**config.mk**
```make
export PLATFORM = sky130hd
export DESIGN_NAME = nml_unit
export DESIGN_NICKNAME = d
export VERILOG_FILES = /design/src/nml_pkg.sv /design/src/nml_unit.sv /design/src/nml_core.sv
export SDC_FILE = /design/constraint.sdc
export NUM_CORES = 1
export LEC_CHECK = 0
export BUFFER_PORTS_ARGS = -buffer_cell sky130_fd_sc_hd__buf_4
export CAP_MARGIN = 0
export CORE_UTILIZATION = 30
export CTS_CLUSTER_DIAMETER = 40
export DETAILED_ROUTE_END_ITERATION = 8
export GPL_ROUTABILITY_DRIVEN = 0
export PLACE_DENSITY_LB_ADDON = 0.1
export SLEW_MARGIN = 30
export SYNTH_ARGS = -nofsm -noshare
export SYNTH_HDL_FRONTEND = slang
export SYNTH_SLANG_ARGS = --single-unit
```
**constraint.sdc**
```tcl
create_clock -name aclk -period 7.1 [get_ports aclk]
set_input_delay 1.065 -clock aclk [delete_from_list [all_inputs] [get_ports aclk]]
set_output_delay 1.065 -clock aclk [all_outputs]
set_load 0.02 [all_outputs]
```
**src/nml_pkg.sv**
```systemverilog
// constants, register map and state layout of the negative low-halfword
// multiply-accumulate unit
// assumes a 32-bit axi4-lite register bus with 8-bit byte addresses
package nml_pkg;

    // ****************************************
    // bus widths and responses
    // ****************************************
    localparam int unsigned ADDR_W = 8;
    localparam int unsigned DATA_W = 32;
    localparam int unsigned STRB_W = 4;
    localparam logic [1:0] RESP_OKAY = 2'h0;
    localparam logic [1:0] RESP_SLVERR = 2'h2;

    // ****************************************
    // register byte offsets
    // ****************************************
    localparam logic [7:0] OFS_FIRST_SRC = 8'h00;
    localparam logic [7:0] OFS_SECOND_SRC = 8'h04;
    localparam logic [7:0] OFS_DEST = 8'h08;
    localparam logic [7:0] OFS_CONTROL = 8'h0c;
    localparam logic [7:0] OFS_EXCEPTION = 8'h10;
    localparam logic [7:0] OFS_CONDITION = 8'h14;

    // register select codes
    localparam logic [2:0] SEL_FIRST_SRC = 3'h0;
    localparam logic [2:0] SEL_SECOND_SRC = 3'h1;
    localparam logic [2:0] SEL_DEST = 3'h2;
    localparam logic [2:0] SEL_CONTROL = 3'h3;
    localparam logic [2:0] SEL_EXCEPTION = 3'h4;
    localparam logic [2:0] SEL_CONDITION = 3'h5;
    localparam logic [2:0] SEL_NONE = 3'h7;

    // ****************************************
    // field positions
    // ****************************************
    localparam int unsigned CTL_EXECUTE_BIT = 0;
    localparam int unsigned CTL_SATURATE_BIT = 1;
    localparam int unsigned CTL_OVF_ENABLE_BIT = 2;
    localparam int unsigned CTL_RECORD_BIT = 3;
    localparam int unsigned EXC_EXCESS_BIT = 0;
    localparam int unsigned EXC_SUMMARY_BIT = 1;
    localparam int unsigned CND_SUMMARY_BIT = 0;
    localparam int unsigned CND_EQUAL_BIT = 1;
    localparam int unsigned CND_GREATER_BIT = 2;
    localparam int unsigned CND_LESS_BIT = 3;

    // ****************************************
    // arithmetic constants
    // ****************************************
    localparam logic [31:0] SAT_MAX = 32'h7fffffff;
    localparam logic [31:0] SAT_MIN = 32'h80000000;
    localparam logic [31:0] WORD_ZERO = 32'h00000000;

    // ****************************************
    // reset values
    // ****************************************
    localparam logic [31:0] RST_WORD = 32'h00000000;
    localparam logic [2:0] RST_MODE = 3'h0;
    localparam logic [3:0] RST_COND = 4'h0;
    localparam logic [7:0] RST_ADDR = 8'h00;
    localparam logic [3:0] RST_STRB = 4'h0;

    // variant bits held in the control register
    typedef struct packed {
        logic record;
        logic ovf_enable;
        logic saturate;
    } nml_mode_s;

    typedef struct packed {
        logic [31:0] first_source_register;
        logic [31:0] second_source_register;
        logic [31:0] dest;
        nml_mode_s mode;
        logic arith_excess_flag;
        logic summary_flag;
        logic [3:0] first_condition_field;
    } nml_regs_s;

    typedef struct packed {
        logic aw_have;
        logic [7:0] aw_addr;
        logic w_have;
        logic [31:0] w_data;
        logic [3:0] w_strb;
        logic bvalid;
        logic [1:0] bresp;
        logic rvalid;
        logic [31:0] rdata;
        logic [1:0] rresp;
        nml_regs_s regs;
    } nml_state_s;

endpackage : nml_pkg

```
**src/nml_unit.sv**
```systemverilog
// axi4-lite register front end of the negative low-halfword multiply-accumulate unit
// assumes one clock, synchronous active-low reset, and an axi4-lite master
//
// Notes on behaviour
// RULE_01: the multiplier operands are the low halfwords of both source registers.
// RULE_02: the signed 32-bit halfword product is subtracted from the destination word.
// RULE_03: modulo variants write back the low 32 bits of the 33-bit difference unchanged.
// RULE_04: saturating variants write the nearest 32-bit limit when the difference overflows.
// RULE_05: without record or overflow enable, exception bits and condition field stay put.
// RULE_06: record alone updates only the condition field from the written result.
// RULE_07: overflow enable alone updates the overflow and summary bits only.
// RULE_08: overflow enable with record updates the overflow bits and the condition field.
// RULE_09: overflow follows the 33-bit range check, summary is sticky, condition holds lt/gt/eq/summary.
//
// The register addresses and the AXI4-Lite interface to the registers were left to the implementer.
`timescale 1ns/1ns
module nml_unit (
    input wire logic aclk,
    input wire logic aresetn,
    input wire logic [7:0] s_axi_awaddr,
    input wire logic [2:0] s_axi_awprot,
    input wire logic s_axi_awvalid,
    output logic s_axi_awready,
    input wire logic [31:0] s_axi_wdata,
    input wire logic [3:0] s_axi_wstrb,
    input wire logic s_axi_wvalid,
    output logic s_axi_wready,
    output logic [1:0] s_axi_bresp,
    output logic s_axi_bvalid,
    input wire logic s_axi_bready,
    input wire logic [7:0] s_axi_araddr,
    input wire logic [2:0] s_axi_arprot,
    input wire logic s_axi_arvalid,
    output logic s_axi_arready,
    output logic [31:0] s_axi_rdata,
    output logic [1:0] s_axi_rresp,
    output logic s_axi_rvalid,
    input wire logic s_axi_rready
);

    // ****************************************
    // decode helpers
    // ****************************************
    function automatic logic [2:0] reg_sel(input logic [7:0] addr);
        logic [2:0] sel;
        sel = nml_pkg::SEL_NONE;
        case ({addr[7:2], 2'h0})
            nml_pkg::OFS_FIRST_SRC: sel = nml_pkg::SEL_FIRST_SRC;
            nml_pkg::OFS_SECOND_SRC: sel = nml_pkg::SEL_SECOND_SRC;
            nml_pkg::OFS_DEST: sel = nml_pkg::SEL_DEST;
            nml_pkg::OFS_CONTROL: sel = nml_pkg::SEL_CONTROL;
            nml_pkg::OFS_EXCEPTION: sel = nml_pkg::SEL_EXCEPTION;
            nml_pkg::OFS_CONDITION: sel = nml_pkg::SEL_CONDITION;
            default: sel = nml_pkg::SEL_NONE;
        endcase
        return sel;
    endfunction : reg_sel

    function automatic logic [31:0] merge(input logic [31:0] old, input logic [31:0] data,
                                          input logic [3:0] strb);
        logic [31:0] res;
        res = old;
        for (int i = 0; i < 4; i++) begin
            if (strb[i]) begin
                res[i*8 +: 8] = data[i*8 +: 8];
            end
        end
        return res;
    endfunction : merge

    // ****************************************
    // state and arithmetic
    // ****************************************
    nml_pkg::nml_state_s state_reg;
    nml_pkg::nml_state_s state_next;
    logic [31:0] core_result;
    logic core_excess;
    logic [2:0] wsel;
    logic [31:0] wword;
    logic [31:0] rword;
    logic execute;
    logic new_summary;

    nml_core u_core (
        .first_source_register(state_reg.regs.first_source_register),
        .second_source_register(state_reg.regs.second_source_register),
        .acc(state_reg.regs.dest),
        .saturate(wword[nml_pkg::CTL_SATURATE_BIT]),
        .result(core_result),
        .excess(core_excess)
    );

    assign s_axi_awready = !state_reg.aw_have && !state_reg.bvalid;
    assign s_axi_wready = !state_reg.w_have && !state_reg.bvalid;
    assign s_axi_arready = !state_reg.rvalid;
    assign s_axi_bvalid = state_reg.bvalid;
    assign s_axi_bresp = state_reg.bresp;
    assign s_axi_rvalid = state_reg.rvalid;
    assign s_axi_rdata = state_reg.rdata;
    assign s_axi_rresp = state_reg.rresp;

    // ****************************************
    // next state
    // ****************************************
    always_comb begin
        state_next = state_reg;
        wsel = reg_sel(state_reg.aw_addr);
        wword = merge(WORD_READBACK(state_reg.regs, wsel), state_reg.w_data, state_reg.w_strb);
        execute = 1'b0;
        new_summary = state_reg.regs.summary_flag;
        rword = WORD_READBACK(state_reg.regs, reg_sel(s_axi_araddr));

        // write address and data are caught independently
        if (s_axi_awvalid && s_axi_awready) begin
            state_next.aw_have = 1'b1;
            state_next.aw_addr = s_axi_awaddr;
        end
        if (s_axi_wvalid && s_axi_wready) begin
            state_next.w_have = 1'b1;
            state_next.w_data = s_axi_wdata;
            state_next.w_strb = s_axi_wstrb;
        end

        // commit once both halves are held
        if (state_reg.aw_have && state_reg.w_have && !state_reg.bvalid) begin
            state_next.aw_have = 1'b0;
            state_next.w_have = 1'b0;
            state_next.bvalid = 1'b1;
            state_next.bresp = nml_pkg::RESP_OKAY;
            case (wsel)
                nml_pkg::SEL_FIRST_SRC: state_next.regs.first_source_register = wword;
                nml_pkg::SEL_SECOND_SRC: state_next.regs.second_source_register = wword;
                nml_pkg::SEL_DEST: state_next.regs.dest = wword;
                nml_pkg::SEL_CONTROL: begin
                    state_next.regs.mode.saturate = wword[nml_pkg::CTL_SATURATE_BIT];
                    state_next.regs.mode.ovf_enable = wword[nml_pkg::CTL_OVF_ENABLE_BIT];
                    state_next.regs.mode.record = wword[nml_pkg::CTL_RECORD_BIT];
                    execute = state_reg.w_strb[0] && wword[nml_pkg::CTL_EXECUTE_BIT];
                end
                nml_pkg::SEL_EXCEPTION: begin
                    state_next.regs.arith_excess_flag = wword[nml_pkg::EXC_EXCESS_BIT];
                    state_next.regs.summary_flag = wword[nml_pkg::EXC_SUMMARY_BIT];
                end
                nml_pkg::SEL_CONDITION: state_next.regs.first_condition_field = wword[3:0];
                default: state_next.bresp = nml_pkg::RESP_SLVERR;
            endcase
        end

        // one instruction per execute write; flags follow the variant bits
        if (execute) begin
            state_next.regs.dest = core_result; // RULE_03 RULE_04
            if (wword[nml_pkg::CTL_OVF_ENABLE_BIT]) begin // RULE_05
                state_next.regs.arith_excess_flag = core_excess; // RULE_07 RULE_08 RULE_09
                new_summary = state_reg.regs.summary_flag | core_excess; // RULE_09
                state_next.regs.summary_flag = new_summary; // RULE_07 RULE_08
            end
            if (wword[nml_pkg::CTL_RECORD_BIT]) begin // RULE_05
                state_next.regs.first_condition_field[nml_pkg::CND_LESS_BIT] = core_result[31]; // RULE_06 RULE_08 RULE_09
                state_next.regs.first_condition_field[nml_pkg::CND_GREATER_BIT] =
                    !core_result[31] && (core_result != nml_pkg::WORD_ZERO); // RULE_09
                state_next.regs.first_condition_field[nml_pkg::CND_EQUAL_BIT] =
                    core_result == nml_pkg::WORD_ZERO; // RULE_09
                state_next.regs.first_condition_field[nml_pkg::CND_SUMMARY_BIT] = new_summary; // RULE_09
            end
            // neither option set: exception bits and condition field are left as they were
        end

        if (state_reg.bvalid && s_axi_bready) begin
            state_next.bvalid = 1'b0;
        end

        // read channel
        if (state_reg.rvalid && s_axi_rready) begin
            state_next.rvalid = 1'b0;
        end
        if (s_axi_arvalid && s_axi_arready) begin
            state_next.rvalid = 1'b1;
            state_next.rdata = rword;
            state_next.rresp = (reg_sel(s_axi_araddr) == nml_pkg::SEL_NONE) ?
                nml_pkg::RESP_SLVERR : nml_pkg::RESP_OKAY;
        end
    end

    // readback of one register; unmapped reads as zero
    function automatic logic [31:0] WORD_READBACK(input nml_pkg::nml_regs_s r,
                                                  input logic [2:0] sel);
        logic [31:0] w;
        w = nml_pkg::WORD_ZERO;
        case (sel)
            nml_pkg::SEL_FIRST_SRC: w = r.first_source_register;
            nml_pkg::SEL_SECOND_SRC: w = r.second_source_register;
            nml_pkg::SEL_DEST: w = r.dest;
            nml_pkg::SEL_CONTROL: begin
                w[nml_pkg::CTL_SATURATE_BIT] = r.mode.saturate;
                w[nml_pkg::CTL_OVF_ENABLE_BIT] = r.mode.ovf_enable;
                w[nml_pkg::CTL_RECORD_BIT] = r.mode.record;
            end
            nml_pkg::SEL_EXCEPTION: begin
                w[nml_pkg::EXC_EXCESS_BIT] = r.arith_excess_flag;
                w[nml_pkg::EXC_SUMMARY_BIT] = r.summary_flag;
            end
            nml_pkg::SEL_CONDITION: w[3:0] = r.first_condition_field;
            default: w = nml_pkg::WORD_ZERO;
        endcase
        return w;
    endfunction : WORD_READBACK

    // ****************************************
    // state register
    // ****************************************
    always_ff @(posedge aclk) begin
        if (!aresetn) begin
            state_reg.aw_have <= 1'b0;
            state_reg.aw_addr <= nml_pkg::RST_ADDR;
            state_reg.w_have <= 1'b0;
            state_reg.w_data <= nml_pkg::RST_WORD;
            state_reg.w_strb <= nml_pkg::RST_STRB;
            state_reg.bvalid <= 1'b0;
            state_reg.bresp <= nml_pkg::RESP_OKAY;
            state_reg.rvalid <= 1'b0;
            state_reg.rdata <= nml_pkg::RST_WORD;
            state_reg.rresp <= nml_pkg::RESP_OKAY;
            state_reg.regs.first_source_register <= nml_pkg::RST_WORD;
            state_reg.regs.second_source_register <= nml_pkg::RST_WORD;
            state_reg.regs.dest <= nml_pkg::RST_WORD;
            state_reg.regs.mode <= nml_pkg::RST_MODE;
            state_reg.regs.arith_excess_flag <= 1'b0;
            state_reg.regs.summary_flag <= 1'b0;
            state_reg.regs.first_condition_field <= nml_pkg::RST_COND;
        end else begin
            state_reg <= state_next;
        end
    end

endmodule : nml_unit

```
**src/nml_core.sv**
```systemverilog
// signed low-halfword product subtracted from an accumulator word
// purely combinational; the caller registers the result
`timescale 1ns/1ns
module nml_core (
    input wire logic [31:0] first_source_register,
    input wire logic [31:0] second_source_register,
    input wire logic [31:0] acc,
    input wire logic saturate,
    output logic [31:0] result,
    output logic excess
);

    logic signed [31:0] product;
    logic signed [32:0] diff;

    always_comb begin
        product = $signed(first_source_register[15:0]) * $signed(second_source_register[15:0]); // RULE_01 RULE_02
        diff = $signed({acc[31], acc}) - $signed({product[31], product}); // RULE_02
        excess = diff[32] ^ diff[31]; // RULE_09
        if (saturate && excess) begin
            result = diff[32] ? nml_pkg::SAT_MIN : nml_pkg::SAT_MAX; // RULE_04
        end else begin
            result = diff[31:0]; // RULE_03
        end
    end

endmodule : nml_core

```
# Yosys cells after proc, flatten, opt, wreduce, memory -nomap -nowiden
# Index checks and enable logic that the tools add are counted.
# totals
register_bits	189
# classes
add_sub_neg	1
multipliers	1
n_eq_ne	21
mux	33
bitwise_logic	3
reduce_logical	33
# op_table
operator	n
$pmux 28 s3	2
$mux 32	4
$mux 41	1
$pmux 3 s6	2
$mux 35	1
$sub 32x32->33	1
$logic_not 32->1	1
$mul 16x16->32	1
$mux 8	4
$reduce_bool 32->1	1
$eq 6x2->1 const B	4
$eq 6x3->1 const B	4
$pmux 2 s5	2
$eq 3x3->1 const B	5
$eq 3x2->1 const B	4
$eq 6x1->1 const B	2
$logic_and 1x1->1	12
$logic_not 6->1	2
$pmux 1 s6	2
$pmux 1 s5	2
$mux 2	4
$mux 4	2
$reduce_and 2->1	4
$eq 3x1->1 const B	2
11 further kinds	23

# Logic depth before layout (Yosys ltp)
# Gate-level depths: netlist (run 1).
# depth
word_depth	11
depth_mapped	28
depth_no_buf	24

# By module
# From an unflattened synthesis (run 1), not the netlist that was laid out.
# unflattened
hier_cells	2359
hier_area_um2	20407.1
# by_module_without_submodules
module	instances	cells_per_inst	area_per_inst_um2
nml_core	1	1341	11900.2
nml_unit	1	1018	8506.9

# Worst setup path after synthesis (run 1)
# No wires, ideal clock.
# synth_timing
path_kind	register to register
start	register state_reg[88] (netlist name)
end	register state_reg[30] in the netlist's numbering
setup_time_ps	71
arrival_ps	6983
required_time_ps	7029
setup_slack_ps	47
stages_incl_launch_ff	26
n_path_buf	3
synth_period_minus_slack_ps	7053
cell_sequence	dfxtp_1 -> clkbuf_1 -> clkbuf_1 -> nand2_1 -> inv_1 -> fa_1 -> fa_1 -> inv_1 -> fa_1 -> fa_1 -> fa_1 -> inv_1 -> fa_1 -> inv_1 -> ha_1 -> clkbuf_1 -> a21o_1 -> a21oi_1 -> o21bai_1 -> a22oi_1 -> o2111ai_1 -> a311oi_4 -> xor2_1 -> nor2_2 -> or4_1 -> a21oi_1
# synth_via
elab_chain_len	6
elab_cells_between_ends	7
classes_between	1 x add/sub; 1 x mul; 3 x mux; 1 x bitwise; 1 x reduce/logical
# synth_rtl
element	line_no	source
$mul 16x16->32 (*)	nml_core.sv:17	product = $signed(first_source_register[15:0]) * $signed(second_source_register[15:0]);
$sub 32x32->33 (*)	nml_core.sv:18	diff = $signed({acc[31], acc}) - $signed({product[31], product});
$xor 1x1->1	nml_core.sv:19	excess = diff[32] ^ diff[31];
$logic_and 1x1->1	nml_core.sv:20	if (saturate && excess) begin
$mux 32 (*)	nml_core.sv:20	
$mux 32 (*)	nml_unit.sv:150	if (execute) begin
end signal, assigned	nml_unit.sv:231	state_reg <= state_next;
end, declared	nml_unit.sv:74	nml_pkg::nml_state_s state_reg;
# Mark *: on every way between the ends. The rest lies on a longest branch, timed or not.
# A chain may end at the register's enable or synchronous reset.

# Final worst setup path (run 1)
# layout_timing
start	register state_reg[50] (netlist name)
end	register state_reg[26] in the netlist's numbering
# layout_via
elab_chain_len	6
elab_cells_between_ends	7
classes_between	1 x add/sub; 1 x mul; 3 x mux; 1 x bitwise; 1 x reduce/logical
# layout_rtl
element	line_no
$mul 16x16->32 (*)	nml_core.sv:17
$sub 32x32->33 (*)	nml_core.sv:18
$xor 1x1->1	nml_core.sv:19
$logic_and 1x1->1	nml_core.sv:20
$mux 32 (*)	nml_core.sv:20
$mux 32 (*)	nml_unit.sv:150
# Marks and branches as above.

==> results by stage, run 1 <==
Route:
- The via density per instance is 4.956.
- The routed design has 71.99 mm of wire.
- The routed wire length on met3 is 2.094 mm.
- The detailed router placed 17950 vias in this run.
- The detailed-route DRC error count is 0.
- The top layer reached by signal wires is met4.
- The first detailed-routing pass took 7 iterations.
- The total routed wire length on the met1 layer is around 34 mm.
- Dividing the detail-routed wire length by the instance count gives about 20 um.
- In the detailed route, the total length drawn on met2 is approximately 34 mm.
- The number of DRC violations after detailed-routing iteration 0 is 1022.
- The detail route stage leaves a number of antenna-violating nets equal to 0.

Place:
- Prior to clock tree synthesis, the placed netlist has a worst setup slack of -0.1792 ns.
- Once placement finished, the instance area stood at 0.02391 mm^2.
- The number of I/O port buffers is 93.
- Summed over all nets, the half-perimeter wirelength after detailed placement is 57.73 mm.

Clock tree:
- The number of H-tree levels is 4.
- The number of buffers created by CTS is 17.
- The later-pin clock latency in the skew report is 0.47 ns.
- The TritonCTS clock tree is yes.
- The maximum buffer depth of the clock tree is 2.
- The clock-pin slew on the worst setup and hold paths is around 0.08 ns.
- The CTS root buffer is clkbuf_16.
- For this design, the sink count on the clock tree is ~190.
- The count of hold-fix buffers inserted at cts is 0.

Cells and area:
- The share of the core filled with cells is 36.09%.
- The area growth from synthesis to layout is 19.04%.
- The post-layout net count is roughly 3100.
- In the final layout, the multi-input gates occupy ~0.016 mm^2.
- The leading cell type in the layout, fill and taps excluded is inv_1.
- The count of filler cells inserted in the layout is 7320.
- The cell area after layout is between 0.02 and 0.03 mm^2.
- The top cell types in the final layout, fill and taps aside, are inv_1 (406), nand2_1 (354), fa_1 (294), buf_4 (294), a21oi_1 (192).
- Cells with a size suffix above 1 make up 19.22% of the layout.
- The area taken by flip-flops and latches is 0.003775 mm^2.
- The register with the most flip-flops in the layout has 149 of them.

STA:
- The final-report max-slew violation count came to 0.
- The post-route clock period utilization is 97.10%.
- The final-layout setup total negative slack is 0 ns.
- The post-layout worst setup margin is 0.2062 ns.
- The final setup violation count is 0.
- The number of hold violations in the final report was 0.
- The transition time of the tightest slew-check pin is 1.204 ns.
- The final period demand of the worst path is 6.894 ns.
- For this run, the top clock speed supported by timing is between 0.1 and 0.15 GHz.
- Headroom to the max-slew limit came out at 19.60%.
- The worst setup skew after layout is 0.02107 ns.

Floorplan:
- For this configuration, the core starts out at a cell density of 30.31%.
- For this design the top-level I/O count stands at 106.
- The floorplan step set the die width to ~270 um.
- The die extent in y is 268.0 um.
- Row generation in the floorplan step produced 97 rows.
- The die outline area is 0.07183 mm^2.
- The placeable core region is around 0.07 mm^2.

Power and ir drop:
- The power density of the placed cells is 99.60 mW/mm^2.
- The part of the power in the clock network is between 40% and 50%.
- The fraction of power spent switching nets is a little under a third.
- Overall power consumption after layout is estimated at 2.517 mW.
- The internal power of the cells is roughly 1.7 mW.
- The analysis attributes to cell leakage a power of 10.74 nW.
- The maximum vdd ir drop is 0.1719 mV.
- The switching component of the power is 0.7977 mW.
- The share of power burned in combinational logic is 15.2%.
- Registers are responsible for 43.7% of the overall power.

Logic synthesis:
- Averaged over all synthesized cells, the footprint is 8.388 um^2.
- The share of flip-flops with an asynchronous set or reset after synthesis is 0%.
- The most used flip-flop cell after synthesis is dfxtp_1.
- The number of different library cells used by synthesis comes to 89.
- The synthesized netlist cell count is 2531.
- Summing the sequential cell areas from Yosys gives 17.45% of the chip area.
- The synthesized flop and latch total is 185.
- Counting flops with a built-in enable in the synthesized netlist gives 0.
- For this run, the number of Yosys warnings is 0.
- The synthesized netlist occupies a cell area of 0.02123 mm^2.

Worst setup path:
- For this run, the slowest stage of the critical path takes ~0.57 ns.
- The critical path data arrival time is 7.26 ns.
- In this run the worst path has a maximum fanout of 9.
- The sort of element at the end of the critical path is a flop.
- The critical path's slowest cell is fa_1.
- The setup path with the least slack is of type flop to flop.
- The data required time of the worst path is between 7 and 8 ns.
- STA classifies the critical path startpoint as a flop.

Job:
- The number of max-cap violations is 0.

Global route:
- The via count of the first global-routing pass is about 19000.
- The first global-routing pass estimated 111.2 mm of wire.
- Global routing used 20.41% of the available tracks across all layers.
- The aggregate global routing overflow is 0.
- The initial antenna violation count is 0.
- Entering global routing, the biggest net connects about 70 pins.

Min path:
- The min-delay analysis places its worst path in the category flop to flop.

Status:
- The flow ran to the end, and the final reports show no timing, DRC or antenna violations.
==> through the flow <==
step           hold slack, ns  std cells
5_1_grt                0.4817       3620
6_report               0.4556       3621
2_1_floorplan          0.4323       2532
3_3_place_gp           0.4464       3569
4_1_cts                0.4602       3602
3_5_place_dp           0.4484       3569
==> power by group through the flow <==
stage	registers (mW)	logic, mW	clock network (mW)
floorplan	1.11	0.239	0
global route	1.10	0.415	1.10
global placement	1.13	0.362	0
detailed placement	1.13	0.363	0
CTS	1.11	0.366	1.06
finish	1.10	0.382	1.04
==> final cells by class <==
cell class	count	area share [%]
Inverter	413	6.164
Tap cell	940	4.654
Antenna cell	1	0.009902
Clock inverter	15	0.7674
Timing Repair Buffer	319	10.24
Sequential cell	185	14.94
Clock buffer	17	1.683
Multi-Input combinational cell	1731	61.54
==> what timing repair did <==
item	4_1_cts	5_1_grt
hold endpoints to repair	0	0
pin swaps	1	44
resized for setup	30	120
cloned	0	3
endpoints found under the setup margin	34	36
buffers inserted	1	15
==> synth_stat cells (all sizes together) (16+ instances only) <==
cell / instances / area [um^2]
inv: 412 / 1546
nand2: 361 / 1358
fa: 305 / 6106
a21oi: 204 / 1021
dfxtp: 185 / 3704
clkbuf: 150 / 565.5
and2: 127 / 794.5
nor2: 107 / 406.6
ha: 99 / 1239
buf: 53 / 351.6
o21ai: 45 / 225.2
a211oi: 44 / 335.3
a221oi: 35 / 306.5
nor3: 34 / 186.4
a222oi: 31 / 310.3
mux2: 30 / 341.6
xnor2: 26 / 246.5
a22oi: 25 / 187.7
nand3: 23 / 115.1
mux2i: 20 / 200.2
o22ai: 17 / 106.4
a21o: 16 / 121.4
nor2b: 16 / 100.1
==> metal layers <==
| metal | vias to the layer above | GRT usage [%] |
|---|---|---|
| li1 | 8475 | - |
| met4 | 0 | 5.050 |
| met5 | - | 0 |
| met3 | 65 | 1.530 |
| met2 | 362 | 33.99 |
| met1 | 9045 | 28.58 |
==> critical path: cells and delay by family (launching register included) <==
family	cells	cell delay (ns)
adders and majority gates	7	3.41
buffers and inverters	9	1.28
and+or+nand+nor	6	0.85
xor gates and xnor gates	2	0.43
AOI/OAI and AO/OA	3	0.41
DFF	1	0.39
==> path summary, 6_finish.rpt <==
check,from,end,slack (ns),cells past startpoint
hold reg to reg,state_reg[164],state_reg[164],0.46,2
setup / recovery,state_reg[50],state_reg[26],0.21,27
setup reg to reg,state_reg[50],state_reg[26],0.21,27
hold / removal,state_reg[164],state_reg[164],0.46,2
==> logic make-up after synthesis <==
kind of cell    count (synthesis)  share of synthesized area (%)
mux                            50                          2.552
compound gates                505                          16.00
other cells                     1                        0.01766
buf+inv                       616                          11.62
flops                         185                          17.45
fa+ha+maj                     404                          34.60
simple gates                  735                          16.23
xor+xnor                       35                          1.532
(Power assumes the default switching activity.)
==> run 2, diff against run 1 <==
--- a/config.mk
+++ b/config.mk
@@ -7,7 +7,7 @@
 export LEC_CHECK = 0
 export BUFFER_PORTS_ARGS = -buffer_cell sky130_fd_sc_hd__buf_4
 export CAP_MARGIN = 0
-export CORE_UTILIZATION = 30
+export CORE_UTILIZATION = 45
 export CTS_CLUSTER_DIAMETER = 40
 export DETAILED_ROUTE_END_ITERATION = 8
 export GPL_ROUTABILITY_DRIVEN = 0
==> run 2 against run 1 <==
  * Critical path depth fell by 2
  * Clock power fell by 4%
  * Register-to-register slack got worse by 0.07 ns
  * Design area fell by 2.7%
  * Sequential power barely moved
  * Combinational power barely moved
  * Via count rose by 1.7%
  * Non-clock buffer count fell by 26
  * Sequential share of layout area rose by 0.35 points
  * Sequential cell count did not move
  * Total power fell by 1.3%
  * Critical endpoint is now state_reg[2]
  * Global-route usage rose by 7.9 points
==> results by stage, run 2 (synthesis results as in run 1) <==
Status:
- Result of the run: completed (unchanged).

Worst setup path:
- The critical path data arrival time is 7.29 ns (was 7.26 ns).
- The data required time of the worst path is 7.42 ns (was 7.47 ns).
- The maximum single-stage delay on the critical path came to 0.56 ns (was 0.57 ns).
- The startpoint kind of the worst setup timing path is a flop (unchanged).
- The library cell appearing most often on the critical path is fa_1.
- The category of the critical setup timing path was flop to flop (unchanged).
- The number of cells traversed by the worst register-to-register path is 25 (was 27).
- The critical path's slowest cell was fa_2 (was fa_1).
- The sort of element at the end of the critical path is a flop (unchanged).
- The largest fanout on the critical path is 6 (was 9).

Floorplan:
- The placeable core region is 0.04656 mm^2 (was 0.07003 mm^2).
- The die extent in y was 219.2 um (was 268.0 um).
- The number of placement rows is 79 (was 97).
- The die extent in x is 219.2 um (was 268.0 um).
- The total I/O pin count was 106 (unchanged).
- The die outline area is 0.04805 mm^2 (was 0.07183 mm^2).
- The starting density of the core is 45.60% (was 30.31%).

STA:
- The transition time of the tightest slew-check pin is 1.031 ns (was 1.204 ns).
- Setup repair after global routing could not meet its margin everywhere.
- The final-report max-slew violation count is 0 (unchanged).
- The number of hold violations in the final report is 0 (unchanged).
- The final setup violation count came to 0 (unchanged).
- The tightest slew margin relative to the limit came to 31.28% (was 19.60%).
- The fmax was 0.1435 GHz (was 0.1451 GHz).
- The final period demand of the worst path is 6.967 ns (was 6.894 ns).
- The worst setup skew after layout came to 0.02297 ns (was 0.02107 ns).
- The post-route clock period utilization is 98.12% (was 97.10%).

Power and ir drop:
- The power density of the placed cells is 101.1 mW/mm^2 (was 99.60 mW/mm^2).
- The internal power of the cells was 1.697 mW (was 1.719 mW).
- The part of the power in the clock network is 40.3% (was 41.1%).
- The total power after layout was 2.485 mW (was 2.517 mW).
- The maximum vdd ir drop is 0.1500 mV (was 0.1719 mV).
- The fraction of power spent switching nets came to 31.73% (was 31.69%).
- The switching component of the power is 0.7887 mW (was 0.7977 mW).
- The share of power burned in registers is 44.4% (was 43.7%).
- The standby leakage power was 10.59 nW (was 10.74 nW).
- The share of power burned in combinational logic is 15.3% (was 15.2%).

Global route:
- The largest net degree at the start of global routing is 93 (was 68).
- The initial antenna violation count is 0 (unchanged).
- The via count of the first global-routing pass is 18720 (was 18640).
- The overall global routing resource usage was 28.30% (was 20.41%).
- The aggregate global routing overflow is 0 (unchanged).
- The global-route wire length before repair was 104.4 mm (was 111.2 mm).

Route:
- The total routed wire length on the met1 layer is 29.52 mm (was 34.35 mm).
- The remaining number of nets flagged by the antenna check after routing was 0 (unchanged).
- The via density per instance came to 5.600 (was 4.956).
- The met2 routed wirelength is 31.31 mm (was 34.23 mm).
- The total vias in the final route came to 18260 (was 17950).
- The routed wire length on met3 is 3.642 mm (was 2.094 mm).
- The detailed-route wire length is 66.14 mm (was 71.99 mm).
- The number of DRC violations after detailed-routing iteration 0 came to 1376 (was 1022).
- The detailed-route DRC error count is 0 (unchanged).
- The average wire per standard cell came to 20.28 um (was 19.88 um).
- The number of iterations in the first detailed-routing pass is 8 (was 7).
- The top layer reached by signal wires is met4 (unchanged).

Place:
- The number of I/O port buffers is 93 (unchanged).
- The placement-stage cell area is 0.02322 mm^2 (was 0.02391 mm^2).
- The estimated wirelength of the detail-placed design is 51.69 mm (was 57.73 mm).

Clock tree:
- The later-pin clock latency in the skew report is 0.47 ns (about the same).
- The TritonCTS clock tree is yes (unchanged).
- The count of hold-fix buffers inserted at cts is 0 (unchanged).
- The clock sink total is 185 (unchanged).
- The number of H-tree levels is 4 (unchanged).
- The number of buffers created by CTS is 17 (unchanged).
- The clock-pin slew on the worst setup and hold paths was 0.08 ns (about the same).
- The CTS root buffer is clkbuf_16 (unchanged).
- The maximum buffer depth of the clock tree is 2 (unchanged).

Cells and area:
- The area growth from synthesis to layout came to 15.80% (was 19.04%).
- The area taken by flip-flops and latches was 0.003757 mm^2 (was 0.003775 mm^2).
- The number of antenna repair diodes came to 0 (was 1).
- The layout cell share with drive strength beyond 1 is 18.73% (was 19.22%).
- The number of flip-flops in the largest register is 149 (unchanged).
- The post-layout net count is 3110 (was 3136).
- The cell area after layout was 0.02458 mm^2 (was 0.02527 mm^2).
- The count of filler cells inserted in the layout came to 4376 (was 7320).
- The share of the core filled with cells came to 52.80% (was 36.09%).
- The leading cell type in the layout, fill and taps excluded is inv_1 (unchanged).
- Commonest cells after routing, fill and taps aside: inv_1 (402), nand2_1 (353), fa_1 (298) (was inv_1 (406), nand2_1 (354), fa_1 (294), buf_4 (294), a21oi_1 (192)).
- The area taken by multi-input logic gates was 0.01557 mm^2 (was 0.01555 mm^2).

Min path:
- The number of stages on the worst hold path is 2 (unchanged).
- The type of the worst min-delay path is flop to flop (unchanged).

Job:
- The number of max-cap violations came to 0 (unchanged).
-- run 2: through the flow --
step / instances / setup TNS [ns] / hold slack (ns) / setup WS, ns
after floorplan: 2532 / 0 / 0.4323 / 0.04654
after global placement: 3208 / -1.567 / 0.4450 / -0.3303
after CTS: 3243 / 0 / 0.4593 / 0.0008824
final: 3261 / 0 / 0.4583 / 0.1333
after global routing: 3261 / -0.2729 / 0.4798 / -0.04402
after detailed placement: 3208 / -2.394 / 0.4487 / -0.4233
-- run 2: timing repair --
item | in CTS | in global routing
pin swaps | 1 | 41
cloned | 0 | 2
setup endpoints to repair | 27 | 38
setup buffers | 3 | 16
gates resized for setup | 17 | 145
-- run 2: power groups by stage --
stage | sequential, mW | combinational (mW) | clock [mW]
after detailed placement | 1.13 | 0.353 | 0
after global placement | 1.13 | 0.349 | 0
final | 1.10 | 0.380 | 1.00
after CTS | 1.11 | 0.357 | 1.02
after floorplan | 1.11 | 0.239 | 0
after global routing | 1.11 | 0.408 | 1.06
-- run 2: metal layers --
layer,up-vias,track usage [%]
li1,8432,-
met1,9166,39.17
met2,582,46.45
met3,81,3.049
met4,0,8.611
met5,-,0
-- run 2: area by class of cell --
cell class | count | area share [%]
tap | 607 | 3.089
clock buffer | 18 | 1.786
inverter | 413 | 6.342
multi-input combinational | 1731 | 63.35
timing repair buffer | 293 | 9.467
clock inverter | 14 | 0.6769
sequential | 185 | 15.28
-- run 2: worst max-delay path: cells and delay by family (launching register included) --
family,cells,cell delay (ns)
fa+ha+maj,7,3.43
compound gates,4,0.53
flops,1,0.39
simple gates,7,1.64
buf+inv,7,0.85
-- run 2: worst paths after layout --
check | start | to | slack (ns)
worst max-delay path | state_reg[88] | state_reg[2] | 0.13
worst min-delay path | state_reg[169] | state_reg[169] | 0.46
worst max register to register | state_reg[88] | state_reg[2] | 0.13
worst min register to register | state_reg[169] | state_reg[169] | 0.46
==> run 3, diff against run 2 <==
--- a/config.mk
+++ b/config.mk
@@ -5,6 +5,7 @@
 export SDC_FILE = /design/constraint.sdc
 export NUM_CORES = 1
 export LEC_CHECK = 0
+export ABC_AREA = 1
 export BUFFER_PORTS_ARGS = -buffer_cell sky130_fd_sc_hd__buf_4
 export CAP_MARGIN = 0
 export CORE_UTILIZATION = 45
@@ -12,6 +13,7 @@
 export DETAILED_ROUTE_END_ITERATION = 8
 export GPL_ROUTABILITY_DRIVEN = 0
 export PLACE_DENSITY_LB_ADDON = 0.1
+export SETUP_SLACK_MARGIN = 0.4
 export SLEW_MARGIN = 30
 export SYNTH_ARGS = -nofsm -noshare
 export SYNTH_HDL_FRONTEND = slang
==> run 3 against run 2 <==
  * Critical path depth is 12 higher
  * Largest power group unchanged
  * Clock skew shrank 0.015 ns
  * Non-clock buffer count decreased by 114
  * Critical path type unchanged
==> results by stage, run 3 <==
Power and ir drop:
- The maximum vdd ir drop came to 0.1736 mV (was 0.1500 mV).
- The standby leakage power came to 11.99 nW (was 10.59 nW).
- The share of power burned in combinational logic is 22.5% (was 15.3%).
- The fraction of power spent switching nets was 33.38% (was 31.73%).
- The total power after layout is 2.727 mW (was 2.485 mW).
- The internal power of the cells is 1.817 mW (was 1.697 mW).
- The power density of the placed cells came to 114.1 mW/mm^2 (was 101.1 mW/mm^2).
- The part of the power in the clock network is 37.0% (was 40.3%).
- The share of power burned in registers was 40.5% (was 44.4%).
- The switching component of the power was 0.9104 mW (was 0.7887 mW).

STA:
- The final setup violation count came to 0 (unchanged).
- The worst setup skew after layout is 0.008143 ns (was 0.02297 ns).
- The transition time of the tightest slew-check pin came to 0.8423 ns (was 1.031 ns).
- RSZ-0062 raised after global routing: true (unchanged).
- The tightest slew margin relative to the limit is 43.84% (was 31.28%).
- The number of hold violations in the final report was 0 (unchanged).
- The final period demand of the worst path is 6.451 ns (was 6.967 ns).
- The post-route clock period utilization was 90.87% (was 98.12%).
- The fmax is 0.1550 GHz (was 0.1435 GHz).
- The final-layout setup total negative slack came to 0 ns (unchanged).
- The final-report max-slew violation count is 0 (unchanged).

Clock tree:
- The clock-pin slew on the worst setup and hold paths is 0.08 ns (about the same).
- The TritonCTS clock tree is yes (unchanged).
- The count of hold-fix buffers inserted at cts is 0 (unchanged).
- The clock sink total is 185 (unchanged).
- The later-pin clock latency in the skew report was 0.46 ns (was 0.47 ns).
- The CTS root buffer is clkbuf_16 (unchanged).
- The number of buffers created by CTS is 17 (unchanged).
- The number of H-tree levels was 4 (unchanged).
- The maximum buffer depth of the clock tree is 2 (unchanged).

Route:
- The number of iterations in the first detailed-routing pass is 6 (was 8).
- The detailed-route wire length came to 63.18 mm (was 66.14 mm).
- The number of DRC violations after detailed-routing iteration 0 is 1475 (was 1376).
- The remaining number of nets flagged by the antenna check after routing is 0 (unchanged).
- The total vias in the final route is 18590 (was 18260).
- The detailed-route DRC error count is 0 (unchanged).
- The average wire per standard cell is 17.60 um (was 20.28 um).
- The via density per instance is 5.179 (was 5.600).

Worst setup path:
- The library cell appearing most often on the critical path is inv_1 (was fa_1).
- The maximum single-stage delay on the critical path is 0.55 ns (was 0.56 ns).
- The startpoint kind of the worst setup timing path is a flop (unchanged).
- The family with the most delay on the worst path is adder cells (unchanged).
- The count of buffering cells on the critical path with inverters included is 13 (was 7).
- The data required time of the worst path was 7.45 ns (was 7.42 ns).
- The sort of element at the end of the critical path was a flop (unchanged).
- The category of the critical setup timing path is flop to flop (unchanged).
- The largest fanout on the critical path was 8 (was 6).
- The critical path's slowest cell is fa_2 (unchanged).
- The logic depth of the worst path, buffers included is 37 (was 25).
- The number of cells traversed by the worst register-to-register path is 37 (was 25).
- The critical path data arrival time is 6.80 ns (was 7.29 ns).

Logic synthesis:
- The average cell area after synthesis is 7.365 um^2 (was 8.388 um^2).
- Leading post-synthesis cells by cell area: fa_1 (28%), dfxtp_1 (17%), inv_1 (13%), nand2_1 (9.4%), ha_1 (5.7%) (was fa_1 (29%), dfxtp_1 (17%), inv_1 (7.3%), nand2_1 (6.4%), ha_1 (5.8%)).
- The largest area contributor in the synthesized netlist is fa_1 (unchanged).
- The Yosys warning count is 0 (unchanged).
- The count of distinct cell types in the synthesized netlist is 57 (was 89).
- The proportion of synthesized chip area in sequential cells is 17.10% (was 17.45%).
- The share of flip-flops with an asynchronous set or reset after synthesis is 0% (unchanged).
- The most instantiated flip-flop cell in the synthesis netlist is dfxtp_1 (unchanged).
- The leading cell type by number of instances after synthesis is inv_1 (unchanged).
- The synthesized netlist cell count is 2940 (was 2531).
- The number of synthesized flops with an enable pin is 0 (unchanged).
- Leading post-synthesis cells by instance count: inv_1 (725), nand2_1 (544), fa_1 (305) (was inv_1 (412), nand2_1 (360), fa_1 (305)).
- The top-area cell type share of the netlist area is 28.20% (was 28.76%).
- The area of the mapped netlist is 0.02165 mm^2 (was 0.02123 mm^2).
- The synthesized flop and latch total was 185 (unchanged).

Floorplan:
- The number of placement rows was 80 (was 79).
- The total I/O pin count came to 106 (unchanged).
- The starting density of the core is 45.45% (was 45.60%).
- The die extent in y is 221.4 um (was 219.2 um).
- The placeable core region was 0.04765 mm^2 (was 0.04656 mm^2).
- The die outline area is 0.04900 mm^2 (was 0.04805 mm^2).
- The die extent in x is 221.4 um (was 219.2 um).

Cells and area:
- The number of flip-flops in the largest register is 149 (unchanged).
- The area growth from synthesis to layout was 10.36% (was 15.80%).
- The number of antenna repair diodes is 0 (unchanged).
- The layout cell share with drive strength beyond 1 is 11.87% (was 18.73%).
- Commonest cells after routing, fill and taps aside: inv_1 (719), nand2_1 (533), fa_1 (298) (was inv_1 (402), nand2_1 (353), fa_1 (298)).
- The count of filler cells inserted in the layout is 4800 (was 4376).
- The leading cell type in the layout, fill and taps excluded is inv_1 (unchanged).
- The post-layout net count is 3432 (was 3110).

Place:
- The number of I/O port buffers is 93 (unchanged).
- The estimated wirelength of the detail-placed design is 50.56 mm (was 51.69 mm).

Global route:
- The via count of the first global-routing pass is 18730 (was 18720).
- The aggregate global routing overflow is 0 (unchanged).
- The global-route wire length before repair came to 102.1 mm (was 104.4 mm).
- The initial antenna violation count is 0 (unchanged).
- The largest net degree at the start of global routing came to 75 (was 93).
- The overall global routing resource usage is 26.70% (was 28.30%).

Min path:
- The type of the worst min-delay path is flop to flop (unchanged).
- The number of stages on the worst hold path was 2 (unchanged).

Status:
- Result of the run: completed (unchanged).

Job:
- The number of max-cap violations is 0 (unchanged).
==> run 3: logic make-up after synthesis <==
family | share of synthesized area (%)
buffers and inverters | 16.63
other | 0.01732
adders and majority gates | 33.92
DFF | 17.10
AOI/OAI and AO/OA | 14.88
and+or+nand+nor | 16.16
xor gates and xnor gates | 1.294
==> run 3: final timing paths <==
kind,start,end,slack (ns)
worst max register to register,state_reg[88],state_reg[2],0.65
worst max-delay path,state_reg[88],state_reg[2],0.65
worst min-delay path,s_axi_rdata[13],s_axi_rdata[13],0.47
worst min register to register,s_axi_rdata[13],s_axi_rdata[13],0.47
==> run 3: timing repair <==
action | CTS | global route
resized for setup | 15 | 68
pin swaps | 0 | 16
gates cloned | 0 | 1
setup endpoints to repair | 15 | 19
setup buffers | 0 | 8
==> run 3: area by class of cell <==
type / count / area, um^2 / share of cell area (%)
multi-input combinational: 1846 / 14560 / 60.93
timing repair buffer: 179 / 1459 / 6.105
tap: 615 / 769.5 / 3.220
clock inverter: 14 / 178.9 / 0.7487
inverter: 734 / 2766 / 11.58
sequential: 185 / 3737 / 15.64
clock buffer: 17 / 425.4 / 1.780
==> run 3: worst reg2reg max path: cells and delay by family, from the launching register on <==
family / cells / cell delay (ns)
AO/OA/AOI/OAI: 1 / 0.05
adder cells (fa/ha/maj): 7 / 3.24
buffers and inverters: 13 / 1.21
flip-flops: 1 / 0.37
AND/OR/NAND/NOR: 16 / 1.49
==> run 3: power groups by stage <==
stage	Clock [mW]	Combinational (mW)	Sequential, mW
after floorplan	0	0.395	1.11
after global placement	0	0.561	1.13
after detailed placement	0	0.564	1.13
after CTS	1.02	0.569	1.11
after global routing	1.07	0.673	1.11
final	1.01	0.614	1.11
==> run 3: layer usage <==
metal,GRT usage (%),part of all wire [%],vias up
li1,-,-,8887
met5,0,0,-
met4,9.294,2.9,0
met1,37.24,45,9007
met3,3.612,6.6,95
met2,42.51,46,604
==> run 3: metrics by stage <==
stage	utilization, %	hold WS, ns	instances	setup slack, ns	area (um^2)
6_report	50.16	0.4661	3590	0.6486	23900
3_5_place_dp	48.23	0.4577	3550	0.1406	22980
3_3_place_gp	48.23	0.4545	3550	0.1771	22980
2_1_floorplan	-	0.4244	2941	0.7589	21660
5_1_grt	50.16	0.4895	3590	0.3655	23900
4_1_cts	49.56	0.4688	3581	0.4161	23610
